[config.mk]
export PLATFORM = sky130hd
export DESIGN_NAME = eot_err_output
export DESIGN_NICKNAME = d
export VERILOG_FILES = /design/src/inc/eot_pkg.sv /design/src/core/eot_err_output.sv /design/src/core/eot_ms_timer.sv
export SDC_FILE = /design/constraint.sdc
export NUM_CORES = 1
export LEC_CHECK = 0
export ABC_CLOCK_PERIOD_IN_PS = 5200
export BUFFER_PORTS_ARGS = -buffer_cell sky130_fd_sc_hd__buf_2
export CORE_MARGIN = 2
export CORE_UTILIZATION = 57
export DETAILED_ROUTE_END_ITERATION = 6
export PLACE_DENSITY = 0.88
export SLEW_MARGIN = 40
export SYNTH_ARGS = -nofsm -noshare
export SYNTH_HDL_FRONTEND = slang
export SYNTH_HIERARCHICAL = 1
export SYNTH_SLANG_ARGS = --single-unit
[constraint.sdc]
create_clock -name clk_sys_in -period 5.2 [get_ports clk_sys_in]
set_input_delay 0.26 -clock clk_sys_in [delete_from_list [all_inputs] [get_ports clk_sys_in]]
set_output_delay 0.26 -clock clk_sys_in [all_outputs]
set_load 0.01 [all_outputs]
[src/inc/eot_pkg.sv]
// Constants shared by the error output timing block
package eot_pkg;

   ////////////////////////////////////////////////////////////////////////////////////////
   // Clock and timing
   localparam int unsigned CLK_HZ = 20_000_000;
   localparam int unsigned DONE_UNIT_MS = 1;
   localparam int unsigned DONE_UNIT_CYC = (CLK_HZ / 1000) * DONE_UNIT_MS;

   ////////////////////////////////////////////////////////////////////////////////////////
   // Widths
   localparam int AW = 8;
   localparam int DW = 32;
   localparam int IN_W = 8;
   localparam int MS_W = 7;
   localparam int EV_W = 3;

   ////////////////////////////////////////////////////////////////////////////////////////
   // Register byte offsets
   localparam logic [AW-1:0] ADDR_CTRL = 8'h00;
   localparam logic [AW-1:0] ADDR_WIDTH = 8'h04;
   localparam logic [AW-1:0] ADDR_FORCE = 8'h08;
   localparam logic [AW-1:0] ADDR_IN = 8'h0c;
   localparam logic [AW-1:0] ADDR_STAT = 8'h10;
   localparam logic [AW-1:0] ADDR_CLR = 8'h14;
   localparam logic [AW-1:0] ADDR_EN = 8'h18;
   localparam logic [AW-1:0] ADDR_OUT = 8'h1c;

   ////////////////////////////////////////////////////////////////////////////////////////
   // Field positions
   localparam int CTRL_SYNC_BIT = 0;
   localparam int CTRL_HOLD_BIT = 1;
   localparam int CTRL_TEST_BIT = 2;
   localparam int FORCE_DONE_BIT = 0;
   localparam int FORCE_ERR_BIT = 1;
   localparam int OUT_DONE_BIT = 0;
   localparam int OUT_ERR_BIT = 1;
   localparam int EV_ERR_BIT = 0;
   localparam int EV_DONE_BIT = 1;
   localparam int EV_CC_BIT = 2;

   ////////////////////////////////////////////////////////////////////////////////////////
   // Reset values and limits
   localparam logic CTRL_SYNC_RST = 1'h0;
   localparam logic CTRL_HOLD_RST = 1'h0;
   localparam logic CTRL_TEST_RST = 1'h0;
   localparam logic [MS_W-1:0] WIDTH_RST = 7'h05;
   localparam logic [MS_W-1:0] WIDTH_MIN = 7'h01;
   localparam logic [MS_W-1:0] WIDTH_MAX = 7'h64;

   ////////////////////////////////////////////////////////////////////////////////////////
   // Bus responses
   localparam logic [1:0] RESP_OKAY = 2'h0;
   localparam logic [1:0] RESP_SLVERR = 2'h2;

endpackage
[src/core/eot_err_output.sv]
// Error line and measurement-done output timing with AXI4-Lite registers
//
// Our own choices: the placing of the registers and the AXI4-Lite register port.
`timescale 1ns/10ps
module eot_err_output
   import eot_pkg::*;
#(
   parameter int unsigned CYC_PER_MS = DONE_UNIT_CYC
)
(
   input wire logic clk_sys_in,
   input wire logic nrst_in,
   input wire logic [AW-1:0] s_axi_awaddr_in,
   input wire logic s_axi_awvalid_in,
   output logic s_axi_awready_out,
   input wire logic [DW-1:0] s_axi_wdata_in,
   input wire logic [3:0] s_axi_wstrb_in,
   input wire logic s_axi_wvalid_in,
   output logic s_axi_wready_out,
   output logic [1:0] s_axi_bresp_out,
   output logic s_axi_bvalid_out,
   input wire logic s_axi_bready_in,
   input wire logic [AW-1:0] s_axi_araddr_in,
   input wire logic s_axi_arvalid_in,
   output logic s_axi_arready_out,
   output logic [DW-1:0] s_axi_rdata_out,
   output logic [1:0] s_axi_rresp_out,
   output logic s_axi_rvalid_out,
   input wire logic s_axi_rready_in,
   input wire logic meas_start_in,
   input wire logic sampling_in,
   input wire logic meas_done_in,
   input wire logic contact_err_in,
   input wire logic route_err_in,
   input wire logic [IN_W-1:0] ext_pins_in,
   output logic measurement_done_output_out,
   output logic err_line_out,
   output logic irq_out
);

   typedef struct packed
   {
      logic aw_got;
      logic [AW-1:0] aw_addr;
      logic w_got;
      logic [DW-1:0] w_data;
      logic [3:0] w_strb;
      logic bvalid;
      logic [1:0] bresp;
      logic rvalid;
      logic [DW-1:0] rdata;
      logic [1:0] rresp;
      logic sync_mode;
      logic done_hold;
      logic test_mode;
      logic [MS_W-1:0] done_width;
      logic force_done;
      logic force_err;
      logic [EV_W-1:0] status;
      logic [EV_W-1:0] int_en;
      logic [IN_W-1:0] ext_s1;
      logic [IN_W-1:0] ext_s2;
      logic err_pend;
      logic err_lat;
      logic done_lvl;
      logic err_pin;
      logic done_pin;
   } eot_state_t;

   eot_state_t st_q;
   eot_state_t st_d;
   logic tmr_start;
   logic tmr_expire;

   ////////////////////////////////////////////////////////////////////////////////////////
   // Pulse timer
   assign tmr_start = meas_done_in && !st_q.done_hold;

   eot_ms_timer #(
      .CYC_PER_MS(CYC_PER_MS)
   ) u_ms_timer (
      .clk_sys_in(clk_sys_in),
      .nrst_in(nrst_in),
      .start_in(tmr_start),
      .width_in(st_q.done_width),
      .expire_out(tmr_expire),
      .busy_out()
   );

   ////////////////////////////////////////////////////////////////////////////////////////
   // Bus handshakes; one write and one read in flight at a time
   assign s_axi_awready_out = !st_q.aw_got && !st_q.bvalid;
   assign s_axi_wready_out = !st_q.w_got && !st_q.bvalid;
   assign s_axi_arready_out = !st_q.rvalid;
   assign s_axi_bvalid_out = st_q.bvalid;
   assign s_axi_bresp_out = st_q.bresp;
   assign s_axi_rvalid_out = st_q.rvalid;
   assign s_axi_rdata_out = st_q.rdata;
   assign s_axi_rresp_out = st_q.rresp;
   assign measurement_done_output_out = st_q.done_pin;
   assign err_line_out = st_q.err_pin;
   assign irq_out = |(st_q.status & st_q.int_en);

   ////////////////////////////////////////////////////////////////////////////////////////
   // Next state
   always_comb
   begin
      logic [EV_W-1:0] clr;
      logic [EV_W-1:0] ev;
      logic [7:0] wv;
      logic [AW-1:0] ra;
      clr = '0;
      ev = '0;
      wv = '0;
      ra = '0;
      st_d = st_q;

      // Connector inputs cross in through two flops
      st_d.ext_s1 = ext_pins_in;
      st_d.ext_s2 = st_q.ext_s1;

      // Write channel
      if (st_q.bvalid && s_axi_bready_in)
      begin
         st_d.bvalid = 1'b0;
      end
      if (s_axi_awvalid_in && s_axi_awready_out)
      begin
         st_d.aw_got = 1'b1;
         st_d.aw_addr = {s_axi_awaddr_in[AW-1:2], 2'h0};
      end
      if (s_axi_wvalid_in && s_axi_wready_out)
      begin
         st_d.w_got = 1'b1;
         st_d.w_data = s_axi_wdata_in;
         st_d.w_strb = s_axi_wstrb_in;
      end
      if (st_d.aw_got && st_d.w_got && !st_q.bvalid)
      begin
         st_d.aw_got = 1'b0;
         st_d.w_got = 1'b0;
         st_d.bvalid = 1'b1;
         st_d.bresp = RESP_OKAY;
         wv = st_d.w_data[7:0];
         // Every field lives in byte lane 0
         case (st_d.aw_addr)
            ADDR_CTRL:
            begin
               if (st_d.w_strb[0])
               begin
                  st_d.sync_mode = wv[CTRL_SYNC_BIT];
                  st_d.done_hold = wv[CTRL_HOLD_BIT];
                  st_d.test_mode = wv[CTRL_TEST_BIT];
               end
            end
            ADDR_WIDTH:
            begin
               // Out-of-range widths clamp rather than fault
               if (st_d.w_strb[0])
               begin
                  if (wv < {1'b0, WIDTH_MIN})
                  begin
                     st_d.done_width = WIDTH_MIN;
                  end
                  else if (wv > {1'b0, WIDTH_MAX})
                  begin
                     st_d.done_width = WIDTH_MAX;
                  end
                  else
                  begin
                     st_d.done_width = wv[MS_W-1:0];
                  end
               end
            end
            ADDR_FORCE:
            begin
               if (st_d.w_strb[0])
               begin
                  st_d.force_done = wv[FORCE_DONE_BIT];
                  st_d.force_err = wv[FORCE_ERR_BIT];
               end
            end
            ADDR_CLR:
            begin
               if (st_d.w_strb[0])
               begin
                  clr = wv[EV_W-1:0];
               end
            end
            ADDR_EN:
            begin
               if (st_d.w_strb[0])
               begin
                  st_d.int_en = wv[EV_W-1:0];
               end
            end
            ADDR_IN, ADDR_STAT, ADDR_OUT:
            begin
               // Read-only: write accepted and dropped
            end
            default:
            begin
               st_d.bresp = RESP_SLVERR;
            end
         endcase
      end

      // Read channel
      if (st_q.rvalid && s_axi_rready_in)
      begin
         st_d.rvalid = 1'b0;
      end
      if (s_axi_arvalid_in && s_axi_arready_out)
      begin
         ra = {s_axi_araddr_in[AW-1:2], 2'h0};
         st_d.rvalid = 1'b1;
         st_d.rresp = RESP_OKAY;
         st_d.rdata = '0;
         case (ra)
            ADDR_CTRL:
            begin
               st_d.rdata[CTRL_SYNC_BIT] = st_q.sync_mode;
               st_d.rdata[CTRL_HOLD_BIT] = st_q.done_hold;
               st_d.rdata[CTRL_TEST_BIT] = st_q.test_mode;
            end
            ADDR_WIDTH: st_d.rdata[MS_W-1:0] = st_q.done_width;
            ADDR_FORCE:
            begin
               st_d.rdata[FORCE_DONE_BIT] = st_q.force_done;
               st_d.rdata[FORCE_ERR_BIT] = st_q.force_err;
            end
            ADDR_IN: st_d.rdata[IN_W-1:0] = st_q.ext_s2;
            ADDR_STAT: st_d.rdata[EV_W-1:0] = st_q.status;
            ADDR_CLR: st_d.rdata = '0;
            ADDR_EN: st_d.rdata[EV_W-1:0] = st_q.int_en;
            ADDR_OUT:
            begin
               st_d.rdata[OUT_DONE_BIT] = st_q.done_pin;
               st_d.rdata[OUT_ERR_BIT] = st_q.err_pin;
            end
            default: st_d.rresp = RESP_SLVERR;
         endcase
      end

      ////////////////////////////////////////////////////////////////////////////////////
      // Error capture
      if (meas_start_in)
      begin
         st_d.err_pend = 1'b0;
      end
      // Outside sampling nothing reaches the pending flag
      if (st_q.sync_mode && sampling_in && (contact_err_in || route_err_in))
      begin
         st_d.err_pend = 1'b1;
      end
      if (meas_start_in)
      begin
         st_d.err_lat = 1'b0;
      end
      if (st_q.sync_mode)
      begin
         if (meas_done_in)
         begin
            st_d.err_lat = st_d.err_pend;
         end
      end
      else if (contact_err_in)
      begin
         // New error beats the start-of-cycle clear
         st_d.err_lat = 1'b1;
      end

      // Measurement-done level
      if (meas_start_in)
      begin
         st_d.done_lvl = 1'b0;
      end
      if (tmr_expire && !st_q.done_hold)
      begin
         st_d.done_lvl = 1'b0;
      end
      if (meas_done_in)
      begin
         st_d.done_lvl = 1'b1;
      end

      // Pins follow the next values so error and done leave on the same edge
      st_d.err_pin = st_d.test_mode ? st_d.force_err : st_d.err_lat;
      st_d.done_pin = st_d.test_mode ? st_d.force_done : st_d.done_lvl;

      // Sticky events; a set in the clearing cycle survives
      ev[EV_ERR_BIT] = st_d.err_lat && !st_q.err_lat;
      ev[EV_DONE_BIT] = meas_done_in;
      ev[EV_CC_BIT] = contact_err_in;
      st_d.status = (st_q.status & ~clr) | ev;
   end

   always_ff @(posedge clk_sys_in)
   begin
      if (!nrst_in)
      begin
         st_q <= '0;
         st_q.sync_mode <= CTRL_SYNC_RST;
         st_q.done_hold <= CTRL_HOLD_RST;
         st_q.test_mode <= CTRL_TEST_RST;
         st_q.done_width <= WIDTH_RST;
      end
      else
      begin
         st_q <= st_d;
      end
   end
endmodule

[src/core/eot_ms_timer.sv]
// Millisecond pulse timer for the measurement-done output
`timescale 1ns/10ps
module eot_ms_timer
   import eot_pkg::*;
#(
   parameter int unsigned CYC_PER_MS = DONE_UNIT_CYC
)
(
   input wire logic clk_sys_in,
   input wire logic nrst_in,
   input wire logic start_in,
   input wire logic [MS_W-1:0] width_in,
   output logic expire_out,
   output logic busy_out
);

   localparam int unsigned CW = $clog2(CYC_PER_MS + 1);
   localparam logic [CW-1:0] CYC_LAST = CW'(CYC_PER_MS - 1);

   typedef struct packed
   {
      logic busy;
      logic [CW-1:0] cyc;
      logic [MS_W-1:0] ms;
      logic [MS_W-1:0] width;
   } eot_tmr_t;

   eot_tmr_t tmr_q;
   eot_tmr_t tmr_d;
   logic expire;
   logic [31:0] tot_q;

   // Combinational end so the caller drops its level on the last counted cycle
   assign expire = tmr_q.busy && (tmr_q.cyc == CYC_LAST) && (tmr_q.ms == tmr_q.width - 7'h01);
   assign expire_out = expire;
   assign busy_out = tmr_q.busy;

   always_comb
   begin
      tmr_d = tmr_q;
      if (tmr_q.busy)
      begin
         if (tmr_q.cyc == CYC_LAST)
         begin
            tmr_d.cyc = '0;
            tmr_d.ms = tmr_q.ms + 7'h01;
            if (expire)
            begin
               tmr_d.busy = 1'b0;
            end
         end
         else
         begin
            tmr_d.cyc = tmr_q.cyc + CW'(1);
         end
      end
      // A new start retriggers and latches the width for the whole pulse
      if (start_in)
      begin
         tmr_d.busy = 1'b1;
         tmr_d.cyc = '0;
         tmr_d.ms = '0;
         tmr_d.width = width_in;
      end
   end

   always_ff @(posedge clk_sys_in)
   begin
      if (!nrst_in)
      begin
         tmr_q <= '0;
      end
      else
      begin
         tmr_q <= tmr_d;
      end
   end

   ////////////////////////////////////////////////////////////////////////////////////////
   // Checks
   always_ff @(posedge clk_sys_in)
   begin
      if (!nrst_in || start_in)
      begin
         tot_q <= '0;
      end
      else if (tmr_q.busy)
      begin
         tot_q <= tot_q + 32'h1;
      end
   end
endmodule

# Yosys cells after proc, flatten, opt, wreduce, memory -nomap -nowiden
# Index checks and enable logic that the tools add are counted.
dict set report classes {
  add_sub_neg 3
  n_lt_le_gt_ge 2
  n_eq_ne 16
  mux 41
  bitwise_logic 5
  reduce_logical 36
}
# operator n
set op_table {}
lappend op_table {{$mux 37} 1}
lappend op_table {{$mux 35} 1}
lappend op_table {{$mux 7} 5}
lappend op_table {{$eq 8x5->1 const B} 4}
lappend op_table {{$mux 30} 1}
lappend op_table {{$eq 6x3->1 const B} 4}
lappend op_table {{$mux 23} 1}
lappend op_table {{$mux 1} 18}
lappend op_table {{$eq 8x4->1 const B} 2}
lappend op_table {{$logic_and 1x1->1} 16}
lappend op_table {{$reduce_or 8->1} 2}
lappend op_table {{$add 15x1->15 const B} 1}
lappend op_table {{$eq 15x15->1 const B} 1}
lappend op_table {{$mux 15} 1}
lappend op_table {{$pmux 2 s7} 1}
lappend op_table {{$eq 6x2->1 const B} 2}
lappend op_table {{$mux 3} 4}
lappend op_table {{$mux 10} 1}
lappend op_table {{$mux 9} 1}
lappend op_table {{$reduce_and 3->1} 3}
lappend op_table {{$eq 8x3->1 const B} 1}
lappend op_table {{$gt 8x7->1 const B} 1}
lappend op_table {{$logic_not 8->1} 1}
lappend op_table {{$lt 8x1->1 const B} 1}
lappend op_table {{other kinds (18)} 29}
dict set report word_totals {
  regBits 129
  input_bits 72
  output_inout_bits 44
}

# Depth between registers and ports, before layout
# Gate-level depths: netlist of the first run.
dict set report logic_depth {
  ltp_word 11
  depth_mapped 11
  depth_no_buf 11
}

# Cells and area by module
# The synthesis of the first run kept the hierarchy.
# mod instances cells_per_inst area_per_inst_um2 seq_area_each_um2
set by_module_without_submodules {}
lappend by_module_without_submodules {eot_err_output 1 341 3125.5 1401.3}
lappend by_module_without_submodules {eot_ms_timer 1 173 1561.5 600.6}

# Least setup slack after synthesis of the first run
# OpenSTA, ideal clock, no wires.
dict set report synth_path {
  path_type {register -> register}
  startpoint {register st_q, in the netlist s_axi_bvalid_out}
  endpoint {register st_q, in the netlist err_line_out}
  setup_ps 72
  arrival_time_ps 2056
  path_slack_ps 3072
  stages_incl_launch_ff 8
  n_path_buf 1
  synth_period_minus_slack_ps 2128
  cell_sequence {dfxtp_1 nor3b_2 buf_4 nand2_1 a2bb2oi_1 nor4b_4 mux2_2 a2bb2oi_1}
}
dict set report synth_via {
  elab_chain_cells 8
}
# element line
set synth_lines {}
lappend synth_lines {{from (decl)} eot_err_output.sv:70} ;# eot_state_t st_q;
lappend synth_lines {{from (signal assigned)} eot_err_output.sv:310} ;# st_q <= st_d;
lappend synth_lines {{$logic_not 1->1 *} {eot_err_output.sv:92, eot_err_output.sv:93, eot_err_output.sv:138}}
lappend synth_lines {{$logic_and 1x1->1 (on tied branches)} {eot_err_output.sv:92, eot_err_output.sv:93}}
lappend synth_lines {{$logic_and 1x1->1 (on tied branches)} {eot_err_output.sv:127, eot_err_output.sv:132}}
lappend synth_lines {{$mux 9 / $mux 37 (equally long branches)} {eot_err_output.sv:127, eot_err_output.sv:132}}
lappend synth_lines {{$eq 8x4->1 (tied with other cells)} eot_err_output.sv:146} ;# case (st_d.aw_addr)
lappend synth_lines {{$mux 2 (tied with other cells)} eot_err_output.sv:146}
lappend synth_lines {{$mux 10 *} eot_err_output.sv:138} ;# if (st_d.aw_got && st_d.w_got && !st_q.bvalid)
lappend synth_lines {{$mux 1 *} eot_err_output.sv:288} ;# st_d.err_pin = st_d.test_mode ? st_d.force_err : st_d.err_lat;
# Mark *: on every way between the ends. The rest lies on a longest branch, timed or not.
# A chain may end at the register's enable or synchronous reset.

# Final worst setup path of the first run
dict set report layout_path {
  startpoint {register st_q, in the netlist s_axi_bvalid_out}
  endpoint {register st_q[33] in the netlist's numbering}
}
dict set report layout_via {
  elab_chain_cells 7
}
# element line
set layout_lines {}
lappend layout_lines {{$logic_not 1->1 *} {eot_err_output.sv:92, eot_err_output.sv:93, eot_err_output.sv:138}}
lappend layout_lines {{$logic_and 1x1->1 (on tied branches)} {eot_err_output.sv:93, eot_err_output.sv:92}}
lappend layout_lines {{$logic_and 1x1->1 (on tied branches)} {eot_err_output.sv:132, eot_err_output.sv:127}}
lappend layout_lines {{$mux 37 / $mux 9 (equally long branches)} {eot_err_output.sv:132, eot_err_output.sv:127}}
lappend layout_lines {{$gt 8x7->1 / $logic_and 1x1->1 (equally long branches)} {eot_err_output.sv:165, eot_err_output.sv:138}}
lappend layout_lines {{$mux 7 / $logic_and 1x1->1 (equally long branches)} {eot_err_output.sv:165, eot_err_output.sv:138}}
lappend layout_lines {{$mux 7 / $reduce_and 3->1 (equally long branches)} n/a}
# Marks and branches as above.

==> results by stage, run 1 <==
Finish:
- In the final layout, the share of cells above drive strength 1 is 0.182.
- The library cells used most frequently in the layout, excluding fill and tap cells, are sky130_fd_sc_hd__dfxtp_1 (100), sky130_fd_sc_hd__nor2_1 (68), sky130_fd_sc_hd__buf_2 (58), sky130_fd_sc_hd__nand2_1 (33), sky130_fd_sc_hd__mux2i_1 (27).
- Leaving out filler cells and counting taps, the final layout contains between 600 and 700.
- 0 antenna diodes ended up in the layout.
- The layout has between 600 and 700 filler cells.
- The area of combinational cells with multiple inputs is approximately 2400 sq um.
- The final-stage net count is 631.
- The growth of design area from synthesis to finish is 8.38%.
- The sequential standard cell area is approximately 2000 sq um.
- The library cell used most frequently in the layout, excluding fill and tap cells, is sky130_fd_sc_hd__dfxtp_1.
- Once layout is done, the placed cells without fillers occupy 5080 sq um.

Detailed routing:
- Wire segments on met3 add up to 461 um in the final route.
- Using the TritonRoute via totals, the vias-per-cell ratio works out to around 5.6.
- The routed design uses 5050 um of met2 wire.
- The wire length after detailed routing is just under 10000 um.
- In this run the remaining antenna-violating nets after routing total 0.
- After the first detailed-routing iteration, the DRC count stood at 240.
- The detailed router placed between 3k and 4k vias in this run.
- The top layer used by detailed routing is met4.
- For this run, the detailed router's first-pass iteration total came to 5.
- The met1 wire length is roughly 4000 um.
- Dividing the detail-routed wire length by the instance count gives 14.4 um.
- For this run, design rule violations remaining after detail routing come to 0.

Clocking:
- The number of instances resized during post-cts repair is 0.
- The maximum clock insertion buffer count is 2.
- The number of buffers added for setup after CTS is 0.
- TritonCTS created 9 clock buffers.
- Clock-pin slew was measured on the worst setup and hold paths at roughly 0.10 ns.
- The master cell of the clock root buffer is sky130_fd_sc_hd__clkbuf_8.
- The TritonCTS clock tree is yes.
- The H-tree generated during clock tree synthesis spans 3 levels.
- In this run, post-CTS hold repair placed 0 buffers.
- The clock insertion delay at the later pin of the skew report is 0.38 ns.
- The clock sink total is 100.

Logic synthesis:
- The number of synthesis warnings is 6.
- In this run the cell area of the synthesized design comes to ~4700 sq um.
- The post-synthesis register bit count is 100.
- In this run the mean area of a mapped cell was between 9 and 10 sq um.
- The portion of the post-synthesis area used by sequential elements is 0.427.
- The number of instances in the synthesized netlist is slightly above 500.
- In this run, synthesis inferred 0 flip-flops with an integrated enable.
- In the synthesized netlist the dominant register cell turns out to be sky130_fd_sc_hd__dfxtp_1.
- The synthesized netlist contains 60 unique library cells.
- The fraction of synthesis flops using an asynchronous set or reset pin is 0.

Timing:
- Across all hold checks on the routed design, the worst slack comes to about 0.056 ns.
- For the pin with the worst max-slew slack, the measured transition is between 0.7 and 0.8 ns.
- The final total negative setup slack is 0 ns.
- The number of hold-slack violations in the final timing report is 0.
- The post-route clock skew is about 0.0081 ns.
- The worst path needs 2.86 ns of the cycle, external delays included.
- The post-route clock period utilization is 0.550.
- Setup violations remaining at the end of the flow were counted as 0.
- The timing-limited maximum frequency is approximately 0.35 GHz.
- The final number of max-transition violations is 0.
- Setup repair after global routing left no endpoint under its margin.
- Measured against its own limit, the worst slew margin works out to 0.515.

Hold path:
- Along the worst hold path, the cell count comes to 2.
- The hold-critical path endpoint is s_axi_rvalid_out.
- In this run the most critical hold path is launched from s_axi_rready_in.
- The path class of the tightest hold or removal check is input port to flop.

Die:
- The total core area is just over 8000 sq um.
- In this run the core area contains 33 standard-cell rows.
- The floorplan die area is ~9000 sq um.
- Measured along the x axis, the die boundary spans about 95 um.
- The starting utilization of the core area is 0.579.
- In this run the vertical extent of the chip is between 90 and 100 um.
- For this design the top-level I/O count stands at 116.

Placed design:
- The final HPWL from detailed placement is 6700 um.
- The congestion estimate from routability-driven global placement came to between 0.9 and 1.
- The number of port buffers is 58.
- The placed instances occupy a cell area of 4860 sq um.
- The number of instances in the placed design is 650.

GRT:
- The via count of the first global-routing pass was between 3k and 4k.
- In the global route stage, overall resource usage came out at 0.228.
- The first global-routing pass estimated around 16000 um of wire.
- The remaining global-route overflow is 0.
- The pin count of the biggest net entering global routing is 44.
- The initial antenna violation count is 0.

Status:
- The run finished with clean final reports.

Flow run:
- Across the run, the number of max-cap violations was 0.

Setup path:
- The kind of end point of the critical path is a flop.
- The worst reg-to-reg setup slack is between 2 and 2.5 ns.
- The critical register-to-register path startpoint is s_axi_bvalid_out.
- The data required time at the worst endpoint is roughly 5.5 ns.
- At the worst endpoint, the arrival time is approximately 3.2 ns.
- The worst register-to-register path ends at st_q[33].
- The category of the worst setup path launch point is a flop.
- Of all nets on the critical path, the largest fanout is 14.
- The worst setup path category is flop to flop.
- The count of cells along the worst register-to-register path is 6.

Pwr:
- The total power per unit cell area is 299 nW/um^2.
- The largest vdd supply drop is between 0.2 and 0.3 mV.
- The static leakage is 2.13 nW.
-- critical path, cell delays in order, from the launching register on --
cell and delay (ns):
sky130_fd_sc_hd__dfxtp_1 0.42, sky130_fd_sc_hd__nor3b_4 0.67, sky130_fd_sc_hd__mux2i_1 0.29, sky130_fd_sc_hd__nor3_4 0.29
sky130_fd_sc_hd__nand4b_1 0.45, sky130_fd_sc_hd__or3_1 0.53, sky130_fd_sc_hd__a21oi_1 0.14
-- cell usage after synthesis, types with 3 or more instances --
| master | instances | share of area |
|---|---|---|
| sky130_fd_sc_hd__and3_1 | 6 | 0.0080 |
| sky130_fd_sc_hd__and2_1 | 19 | 0.025 |
| sky130_fd_sc_hd__buf_2 | 3 | 0.0032 |
| sky130_fd_sc_hd__nor2b_1 | 11 | 0.015 |
| sky130_fd_sc_hd__buf_4 | 38 | 0.061 |
| sky130_fd_sc_hd__xnor2_1 | 14 | 0.026 |
| sky130_fd_sc_hd__ha_1 | 3 | 0.0080 |
| sky130_fd_sc_hd__a21oi_1 | 19 | 0.020 |
| sky130_fd_sc_hd__nor2_1 | 69 | 0.055 |
| sky130_fd_sc_hd__nor3_1 | 7 | 0.0075 |
| sky130_fd_sc_hd__inv_1 | 19 | 0.015 |
| sky130_fd_sc_hd__nand2_1 | 33 | 0.026 |
| sky130_fd_sc_hd__nand3_1 | 16 | 0.017 |
| sky130_fd_sc_hd__o21ai_0 | 17 | 0.018 |
| sky130_fd_sc_hd__dfxtp_1 | 100 | 0.43 |
| sky130_fd_sc_hd__a2bb2oi_1 | 3 | 0.0056 |
| sky130_fd_sc_hd__a211oi_1 | 4 | 0.0064 |
| sky130_fd_sc_hd__mux2_2 | 12 | 0.029 |
| sky130_fd_sc_hd__a22oi_1 | 8 | 0.013 |
| sky130_fd_sc_hd__nor4_1 | 7 | 0.0093 |
| sky130_fd_sc_hd__nand4_1 | 6 | 0.0080 |
| sky130_fd_sc_hd__mux2i_1 | 27 | 0.058 |
| sky130_fd_sc_hd__clkbuf_1 | 11 | 0.0088 |
| sky130_fd_sc_hd__nand2b_1 | 5 | 0.0067 |
| sky130_fd_sc_hd__xor2_1 | 11 | 0.021 |
| sky130_fd_sc_hd__o21a_1 | 3 | 0.0048 |
-- sequential cells by signal, summed over array words and instances (netlist names) --
signal,flops
s_axi_rdata_out,8
st_q,48
s_axi_bvalid_out,1
s_axi_bresp_out,1
u_ms_timer/busy_out,1
st_d,8
measurement_done_output_out,1
err_line_out,1
s_axi_rresp_out,1
u_ms_timer/tmr_q,29
s_axi_rvalid_out,1
-- worst max path at each step --
stage                           from           end  slack [ns]  depth (start not counted)
CTS                 s_axi_bvalid_out      st_q[33]        2.34                          6
finish              s_axi_bvalid_out      st_q[33]        2.34                          6
global placement    s_axi_bvalid_out      st_q[33]        2.45                          6
detailed placement  s_axi_bvalid_out      st_q[33]        2.38                          6
floorplan           s_axi_bvalid_out  err_line_out        3.07                          7
global route        s_axi_bvalid_out      st_q[33]        2.16                          6
-- cells by family (layout without fill, tap and decap cells) --
logic type	after synthesis	in the layout	share of synthesized area
fa+ha+maj	3	3	0.00801
simple gates	201	201	0.237
compound gates	71	71	0.0982
buf+inv	73	95	0.0913
xor+xnor	25	25	0.0467
mux	40	40	0.0913
flops	100	100	0.427
other cells	1	26	0.000800
-- through the flow --
step	setup slack (ns)	util	total power, mW
6_report	2.34	0.628	1.52
2_1_floorplan	3.07	-	0.970
3_3_place_gp	2.45	0.600	0.996
5_1_grt	2.16	0.628	1.58
4_1_cts	2.34	0.627	1.52
3_5_place_dp	2.38	0.600	1.00
-- area by class of cell --
cell class / count / share of cell area
repair buffers: 59 / 0.0586
flip-flops and latches: 100 / 0.394
multi-input cells: 366 / 0.465
clock buffers: 9 / 0.0244
well taps: 105 / 0.0259
clock inverters: 7 / 0.0177
inverters: 20 / 0.0148
-- layer usage --
layer / GRT usage / vias to the layer above
met5: 0 / -
met4: 0.0930 / 0
met3: 0.0519 / 20
met2: 0.400 / 110
met1: 0.267 / 1784
li1: - / 1793
-- where the power goes --
part           internal [mW]  switching, mW  total, mW
Clock                  0.234          0.290      0.524
Sequential             0.793         0.0206      0.813
Combinational         0.0716          0.108      0.180
Total                   1.10          0.419       1.52
Power figures use the tool's default switching activity.
==> run 2: changes to the inputs <==
- ABC_CLOCK_PERIOD_IN_PS: 5200 -> 2600
- CORE_UTILIZATION: 57 -> 48
- PLACE_DENSITY: 0.88 -> 0.79
- clock period: 5.2 -> 2.6 ns (I/O delays scaled with it)
==> results by stage, run 2 (synthesis gave the netlist of run 1 again) <==
Clocking:
- The number of buffers added for setup after CTS is 0.
- The number of instances resized during post-cts repair is 0.
- At the later pin of the worst-skew pair, clock insertion delay measures ~0.37 ns.
- The TritonCTS buffer count is 9.
- The tree built by TritonCTS fans out to 100 sinks.
- The master cell of the clock root buffer is sky130_fd_sc_hd__clkbuf_8.
- The count of hold-fix buffers inserted at cts is 13.
- Clock-pin slew was measured on the worst setup and hold paths at 0.11 ns.
- The maximum clock insertion buffer count is 2.
- TritonCTS built the clock tree.
- The number of levels in the clock H-tree is 3.

Finish:
- The finished cells cover 5270 sq um.
- The number of diodes is 0.
- The final-stage net count is 651.
- st_q holds more flip-flops than any other register.
- The total of fill cells in the finished design is between 800 and 900.
- The number of flip-flops under the largest register name is 48.
- In the final layout, the share of cells above drive strength 1 is 0.184.
- At the end of the flow the core is filled with cells to 0.546.
- The largest registers in the layout are st_q (48), u_ms_timer/tmr_q (29).
- The finished layout holds ~710 standard cells, fillers aside.
- In the layout the commonest cells are sky130_fd_sc_hd__dfxtp_1 (100), sky130_fd_sc_hd__nor2_1 (69), sky130_fd_sc_hd__buf_2 (58), sky130_fd_sc_hd__nand2_1 (33), sky130_fd_sc_hd__mux2i_1 (27).
- The growth of design area from synthesis to finish is 12.3%.
- The commonest non-fill, non-tap cell in the layout is sky130_fd_sc_hd__dfxtp_1.

Timing:
- The final number of max-transition violations is 0.
- The worst hold slack is 0.0221 ns.
- The final total negative setup slack is 0 ns.
- Setup violations remaining at the end of the flow were counted as 0.
- At the pin with the least slew margin, the transition time is around 0.57 ns.
- In the post-route analysis, the smallest setup slack over all paths is about 0.29 ns.
- The number of hold-slack violations in the final timing report came to 0.
- Dividing the final minimum period by the clock period gives 0.890.
- Based on the critical path, the design can be clocked at up to ~0.43 GHz.
- Setup repair after global routing left no endpoint under its margin.
- Headroom to the max-slew limit came out at 0.610.
- The post-route clock skew is between 0.009 and 0.01 ns.
- The final critical-path required period is ~2.3 ns.

Placed design:
- The worst slack after detailed placement is roughly 0.31 ns.
- The final weighted congestion in routability-driven placement is between 0.8 and 0.9.
- The number of instances in the placed design is around 690.
- During placement, the flow inserted port buffers numbering 58.
- The final HPWL from detailed placement is 6840 um.
- After detailed placement, the total cell area comes to 4940 sq um.

Die:
- The core region is just under 10000 sq um.
- Measured along the x axis, the die boundary spans around 100 um.
- From bottom edge to top edge, the die measures between 100 and 150 um.
- After floorplanning, the core was divided into 36 placement rows.
- The initial utilization of the core area, before any placement, comes to 0.486.
- The boundary pin count is 116.
- The floorplan die area is 10600 sq um.

GRT:
- The remaining global-route overflow is 0.
- The via count of the first global-routing pass is between 3k and 4k.
- The initial antenna violation count is 0.
- The total global-route track usage is 0.190.
- The pin count of the biggest net entering global routing is 36.
- The first global-routing pass estimated 15900 um of wire.

Setup path:
- The worst setup path is of the flop to flop kind.
- Together, buffers and inverters on the worst path number 1.
- The end of the worst register-to-register path is measurement_done_output_out.
- The data required time at the worst endpoint is roughly 2.9 ns.
- The kind of end point of the critical path is a flop.
- The worst reg-to-reg setup slack is between 0.2 and 0.3 ns.
- For this run, the slowest stage of the critical path takes 0.44 ns.
- The cell type with the highest occurrence count on the critical path is sky130_fd_sc_hd__mux2_2.
- The critical path goes through nor3b_2, buf_4, mux2_2, nor4b_4, mux2_2, a2bb2oi_1.
- The startpoint identified for the worst register-to-register timing path is s_axi_bvalid_out.
- The worst setup path is launched from a flop.
- In this run the worst path has a maximum fanout of 13.
- The slowest stage of the critical path belongs to the cell sky130_fd_sc_hd__nor4b_4.
- The kind of cell adding the most delay to the critical path is multiplexers.
- For the worst flop-to-flop path, the logic depth is 6.
- Data arrives at the worst endpoint at roughly 2.6 ns.

Hold path:
- The startpoint identified for the worst hold timing path is s_axi_awaddr_in[4].
- Along the worst hold path, the cell count comes to 3.
- The classification of the worst-slack hold path is input port to flop.
- The hold-critical path endpoint is st_q[118].

Detailed routing:
- Using the TritonRoute via totals, the vias-per-cell ratio works out to about 5.
- In the routed design, unresolved DRC markers number 0.
- The routed via count is 3672.
- The detailed router finished its first iteration with between 150 and 200 violations.
- The first detailed-routing pass ran for 5 iterations.
- The post-route antenna net violation count is 0.
- The wire length per cell is 13.3 um.
- For this block, the routed nets add up to 9480 um of wire.

Pwr:
- For this design the ratio of total power to cell area is roughly 560 nW/um^2.
- The post-layout total power is roughly 3.0 mW.
- The largest vdd supply drop is 0.442 mV.
- The analysis attributes to cell leakage a power of ~2.2 nW.

Status:
- The run finished with clean final reports.

Flow run:
- The tool flagged a number of max-cap violations equal to 0.
==> run 2: cell count changes in the layout (fill, tap and decap cells not counted), sizes merged <==
cell,previous run,this run
buf,59,66
inv,23,24
dlygate4sd3,0,13
clkinv,3,2
bufinv,1,0
clkbuf,9,10
==> run 2: report_power, final <==
group          internal (mW)  leakage [nW]  switching [mW]
sequential              1.59         0.816          0.0378
combinational          0.163          1.29           0.216
clock                  0.377        0.0970           0.581
==> run 2: worst max path at each step <==
stage                          start                          end  cells past startpoint  slack (ns)
finish              s_axi_bvalid_out  measurement_done_output_out                      6        0.29
global route        s_axi_bvalid_out                 err_line_out                      6        0.13
CTS                 s_axi_bvalid_out  measurement_done_output_out                      6        0.28
detailed placement  s_axi_bvalid_out                 err_line_out                      6        0.31
global placement    s_axi_bvalid_out                 err_line_out                      6        0.36
floorplan           s_axi_bvalid_out                 err_line_out                      7        0.47
==> run 2: final cells by class <==
cell class | count | area (sq um) | share of cell area
clock buffer | 10 | 128 | 0.0242
clock inverter | 6 | 62.6 | 0.0119
inverter | 20 | 75.1 | 0.0143
multi-input combinational | 366 | 2350 | 0.447
sequential | 100 | 2000 | 0.380
tap | 133 | 166 | 0.0316
timing repair buffer | 79 | 480 | 0.0913
==> run 2: per-layer routing <==
metal  share of wire  track usage  vias up
met5               0            0        -
met3           0.046       0.0447       20
li1                -            -     1840
met1            0.43        0.221     1706
met2            0.51        0.340      106
met4           0.020       0.0688        0
==> run 2: worst register-to-register path, delay by kind of cell (launching register included) <==
family / cells / cell delay [ns]
AOI/OAI and AO/OA: 1 / 0.14
buffers and inverters: 1 / 0.22
DFF: 1 / 0.41
muxes: 2 / 0.79
and+or+nand+nor: 2 / 0.68
==> run 3: changes to the inputs <==
==> constraint.sdc (replaced) <==
create_clock -name clk_sys_in -period 2.6 [get_ports clk_sys_in]
set_input_delay 0.52 -clock clk_sys_in [delete_from_list [all_inputs] [get_ports clk_sys_in]]
set_output_delay 0.52 -clock clk_sys_in [all_outputs]
set_load 0.01 [all_outputs]
==> results by stage, run 3 (synthesis gave the netlist of run 1 again) <==
Timing:
- At the pin with the least slew margin, the transition time is ~0.54 ns.
- Headroom to the max-slew limit came out at 0.637.
- In the finished design, the share of the clock period the worst path needs comes to 0.881.
- On the final layout, the worst clock skew is 0.0108 ns.
- The final number of max-transition violations was 0.
- The number of hold-slack violations in the final timing report is 0.
- Setup repair after global routing left no endpoint under its margin.
- The final total negative setup slack is 0 ns.
- The final number of setup-violating endpoints is 0.
- The final critical-path required period is between 2 and 2.5 ns.
- The tightest hold path in the finished design has a slack of 0.346 ns.
- Timing would allow up to approximately 0.44 GHz.

Detailed routing:
- The remaining design rule violation count is 0.
- The wire length per cell is 13.4 um.
- The initial detailed-routing violation count is 155.
- In the final routing, the length of wire on met1 measures 4150 um.
- Summing over every cut layer, the via total after detailed routing is 3623.
- The met2 routed wirelength is approximately 4800 um.
- Before antenna repair, the detailed router went through 4 iterations.
- The top layer used by detailed routing is met4.
- The wire length after detailed routing is ~9500 um.
- In the routed layout, each cell is associated on average with a via count of ~5.
- The count of nets left with antenna violations once routing finished came out at 0.
- The routed wire length on met3 is between 300 and 400 um.

Finish:
- The largest registers in the layout are st_q (48), u_ms_timer/tmr_q (29).
- 0 antenna diodes ended up in the layout.
- In the final layout, the multi-input gates occupy 2350 sq um.
- The final core utilization is 0.535.
- The sequential cells in the finished layout cover a total of between 2000 and 2500 sq um.
- The top cell types in the final layout, fill and taps aside, are sky130_fd_sc_hd__dfxtp_1 (100), sky130_fd_sc_hd__nor2_1 (69), sky130_fd_sc_hd__buf_2 (58), sky130_fd_sc_hd__nand2_1 (33), sky130_fd_sc_hd__mux2i_1 (27).
- In the final layout, the share of cells above drive strength 1 is 0.194.
- Relative to the synthesized area, the layout overhead comes to 10.1%.
- The number of flip-flops under the largest register name is 48.
- The number of standard cells in the final layout excluding fillers is 705.
- The final-stage net count is about 640.
- After filler insertion, the fill cell instance count of the layout stands at just under 900.
- Ranked by flip-flop count, first place goes to st_q.
- Leaving out fill and tap cells, the most frequent cell in the layout is sky130_fd_sc_hd__dfxtp_1.

Placed design:
- After legalization and detailed placement, the total HPWL measured a little over 7000 um.
- Buffers placed on the I/O ports in this run total slightly below 60.
- At the end of routability-driven placement, the weighted congestion stood at 0.869.
- Including well taps, the total number of placed cells is 690.

Die:
- The floorplan has 36 rows.
- In this run the count of I/O pins placed on the die edge is about 120.
- Measured along the x axis, the die boundary spans 103 um.
- The height of the die is about 100 um.
- The initial utilization of the core area, before any placement, comes to 0.486.
- The total area inside the core boundary comes to 9640 sq um.
- The floorplan die area is ~11000 sq um.

Setup path:
- The category of the worst setup path launch point is a flop.
- The worst-path maximum fanout is 6.
- The data required time at the worst endpoint is 2.85 ns.
- By startpoint and endpoint, the worst setup path is classified as flop to flop.
- The kind of end point of the critical path is a flop.
- Data arrives at the worst endpoint at 2.54 ns.

Clocking:
- The clock drives 100 sinks.
- The clock insertion delay at the later pin of the skew report is between 0.3 and 0.4 ns.
- The clock-pin slew reported for the worst setup and hold paths after clock tree synthesis is ~0.09 ns.
- The TritonCTS buffer count is 9.
- Counting along the longest clock path gives a buffer depth of 2.
- The master cell of the clock root buffer is sky130_fd_sc_hd__clkbuf_8.
- The count of hold-fix buffers inserted at cts is 0.
- The H-tree generated during clock tree synthesis spans 3 levels.
- The number of buffers added for setup after CTS is 0.
- The TritonCTS clock tree is yes.
- The number of gates resized after CTS was 0.

GRT:
- The total global-route track usage is 0.184.
- The remaining global-route overflow is 0.
- The initial antenna violation count came to 0.
- The first-pass GRT wire length is between 15000 and 20000 um.
- Entering global routing, the biggest net connects 25 pins.
- The via count of the first global-routing pass is between 3k and 4k.

Pwr:
- The total power per unit cell area is ~560 nW/um^2.
- The largest vdd supply drop is about 0.40 mV.
- Summed over all cells, the static leakage comes to approximately 2.2 nW.

Status:
- The run finished with clean final reports.

Hold path:
- The min-delay analysis places its worst path in the category input port to flop.

Flow run:
- Across the run, the number of max-cap violations was 0.
-- run 3: cell count changes in the layout (fill, tap and decap cells not counted) --
cell	change
sky130_fd_sc_hd__buf_12	+1
sky130_fd_sc_hd__inv_6	-3
sky130_fd_sc_hd__dlygate4sd3_1	-13
sky130_fd_sc_hd__inv_8	-1
sky130_fd_sc_hd__buf_4	+4
sky130_fd_sc_hd__clkinvlp_4	+4
sky130_fd_sc_hd__clkinv_8	-1
-- run 3: per-layer routing --
| metal | global-route usage | vias up |
|---|---|---|
| met3 | 0.0359 | 19 |
| met5 | 0 | - |
| met4 | 0.0810 | 0 |
| met2 | 0.327 | 93 |
| met1 | 0.217 | 1693 |
| li1 | - | 1818 |
-- run 3: worst max-delay path: stages, from the launching register on --
cell,delay (ns)
sky130_fd_sc_hd__dfxtp_1,0.42
sky130_fd_sc_hd__inv_1,0.09
sky130_fd_sc_hd__ha_1,0.27
sky130_fd_sc_hd__and2_1,0.22
sky130_fd_sc_hd__o21a_1,0.20
sky130_fd_sc_hd__o31ai_1,0.29
sky130_fd_sc_hd__and3_1,0.23
sky130_fd_sc_hd__nand2b_1,0.08
sky130_fd_sc_hd__a31oi_1,0.17
sky130_fd_sc_hd__nor2_1,0.07
sky130_fd_sc_hd__a2bb2oi_1,0.14
-- run 3: worst paths after layout --
kind / from / end / slack, ns / cells after the start
max: u_ms_timer/tmr_q[0] / measurement_done_output_out / 0.31 / 10
min: s_axi_rready_in / s_axi_rvalid_out / 0.35 / 2
max reg2reg: u_ms_timer/tmr_q[0] / measurement_done_output_out / 0.31 / 10
min reg2reg: st_d[5] / st_q[5] / 0.44 / 1
-- run 3: final cells by class --
class                   instances  area share
inverters                      20      0.0145
well taps                     133      0.0322
clock buffers                  10      0.0247
repair buffers                 71      0.0776
flip-flops and latches        100       0.388
clock inverters                 5     0.00752
multi-input cells             366       0.456
-- run 3: where the power goes --
group	internal, mW	switching, mW
Sequential	1.59	0.0383
Combinational	0.164	0.219
Clock	0.346	0.519
-- run 3: through the flow --
step	worst slack [ns]	power, mW	instance area [sq um]
2_1_floorplan	0.405	1.94	4780
3_3_place_gp	0.208	2.02	4990
3_5_place_dp	0.145	2.04	4990
4_1_cts	0.350	2.90	5160
5_1_grt	0.0428	3.00	5160
6_report	0.310	2.87	5160
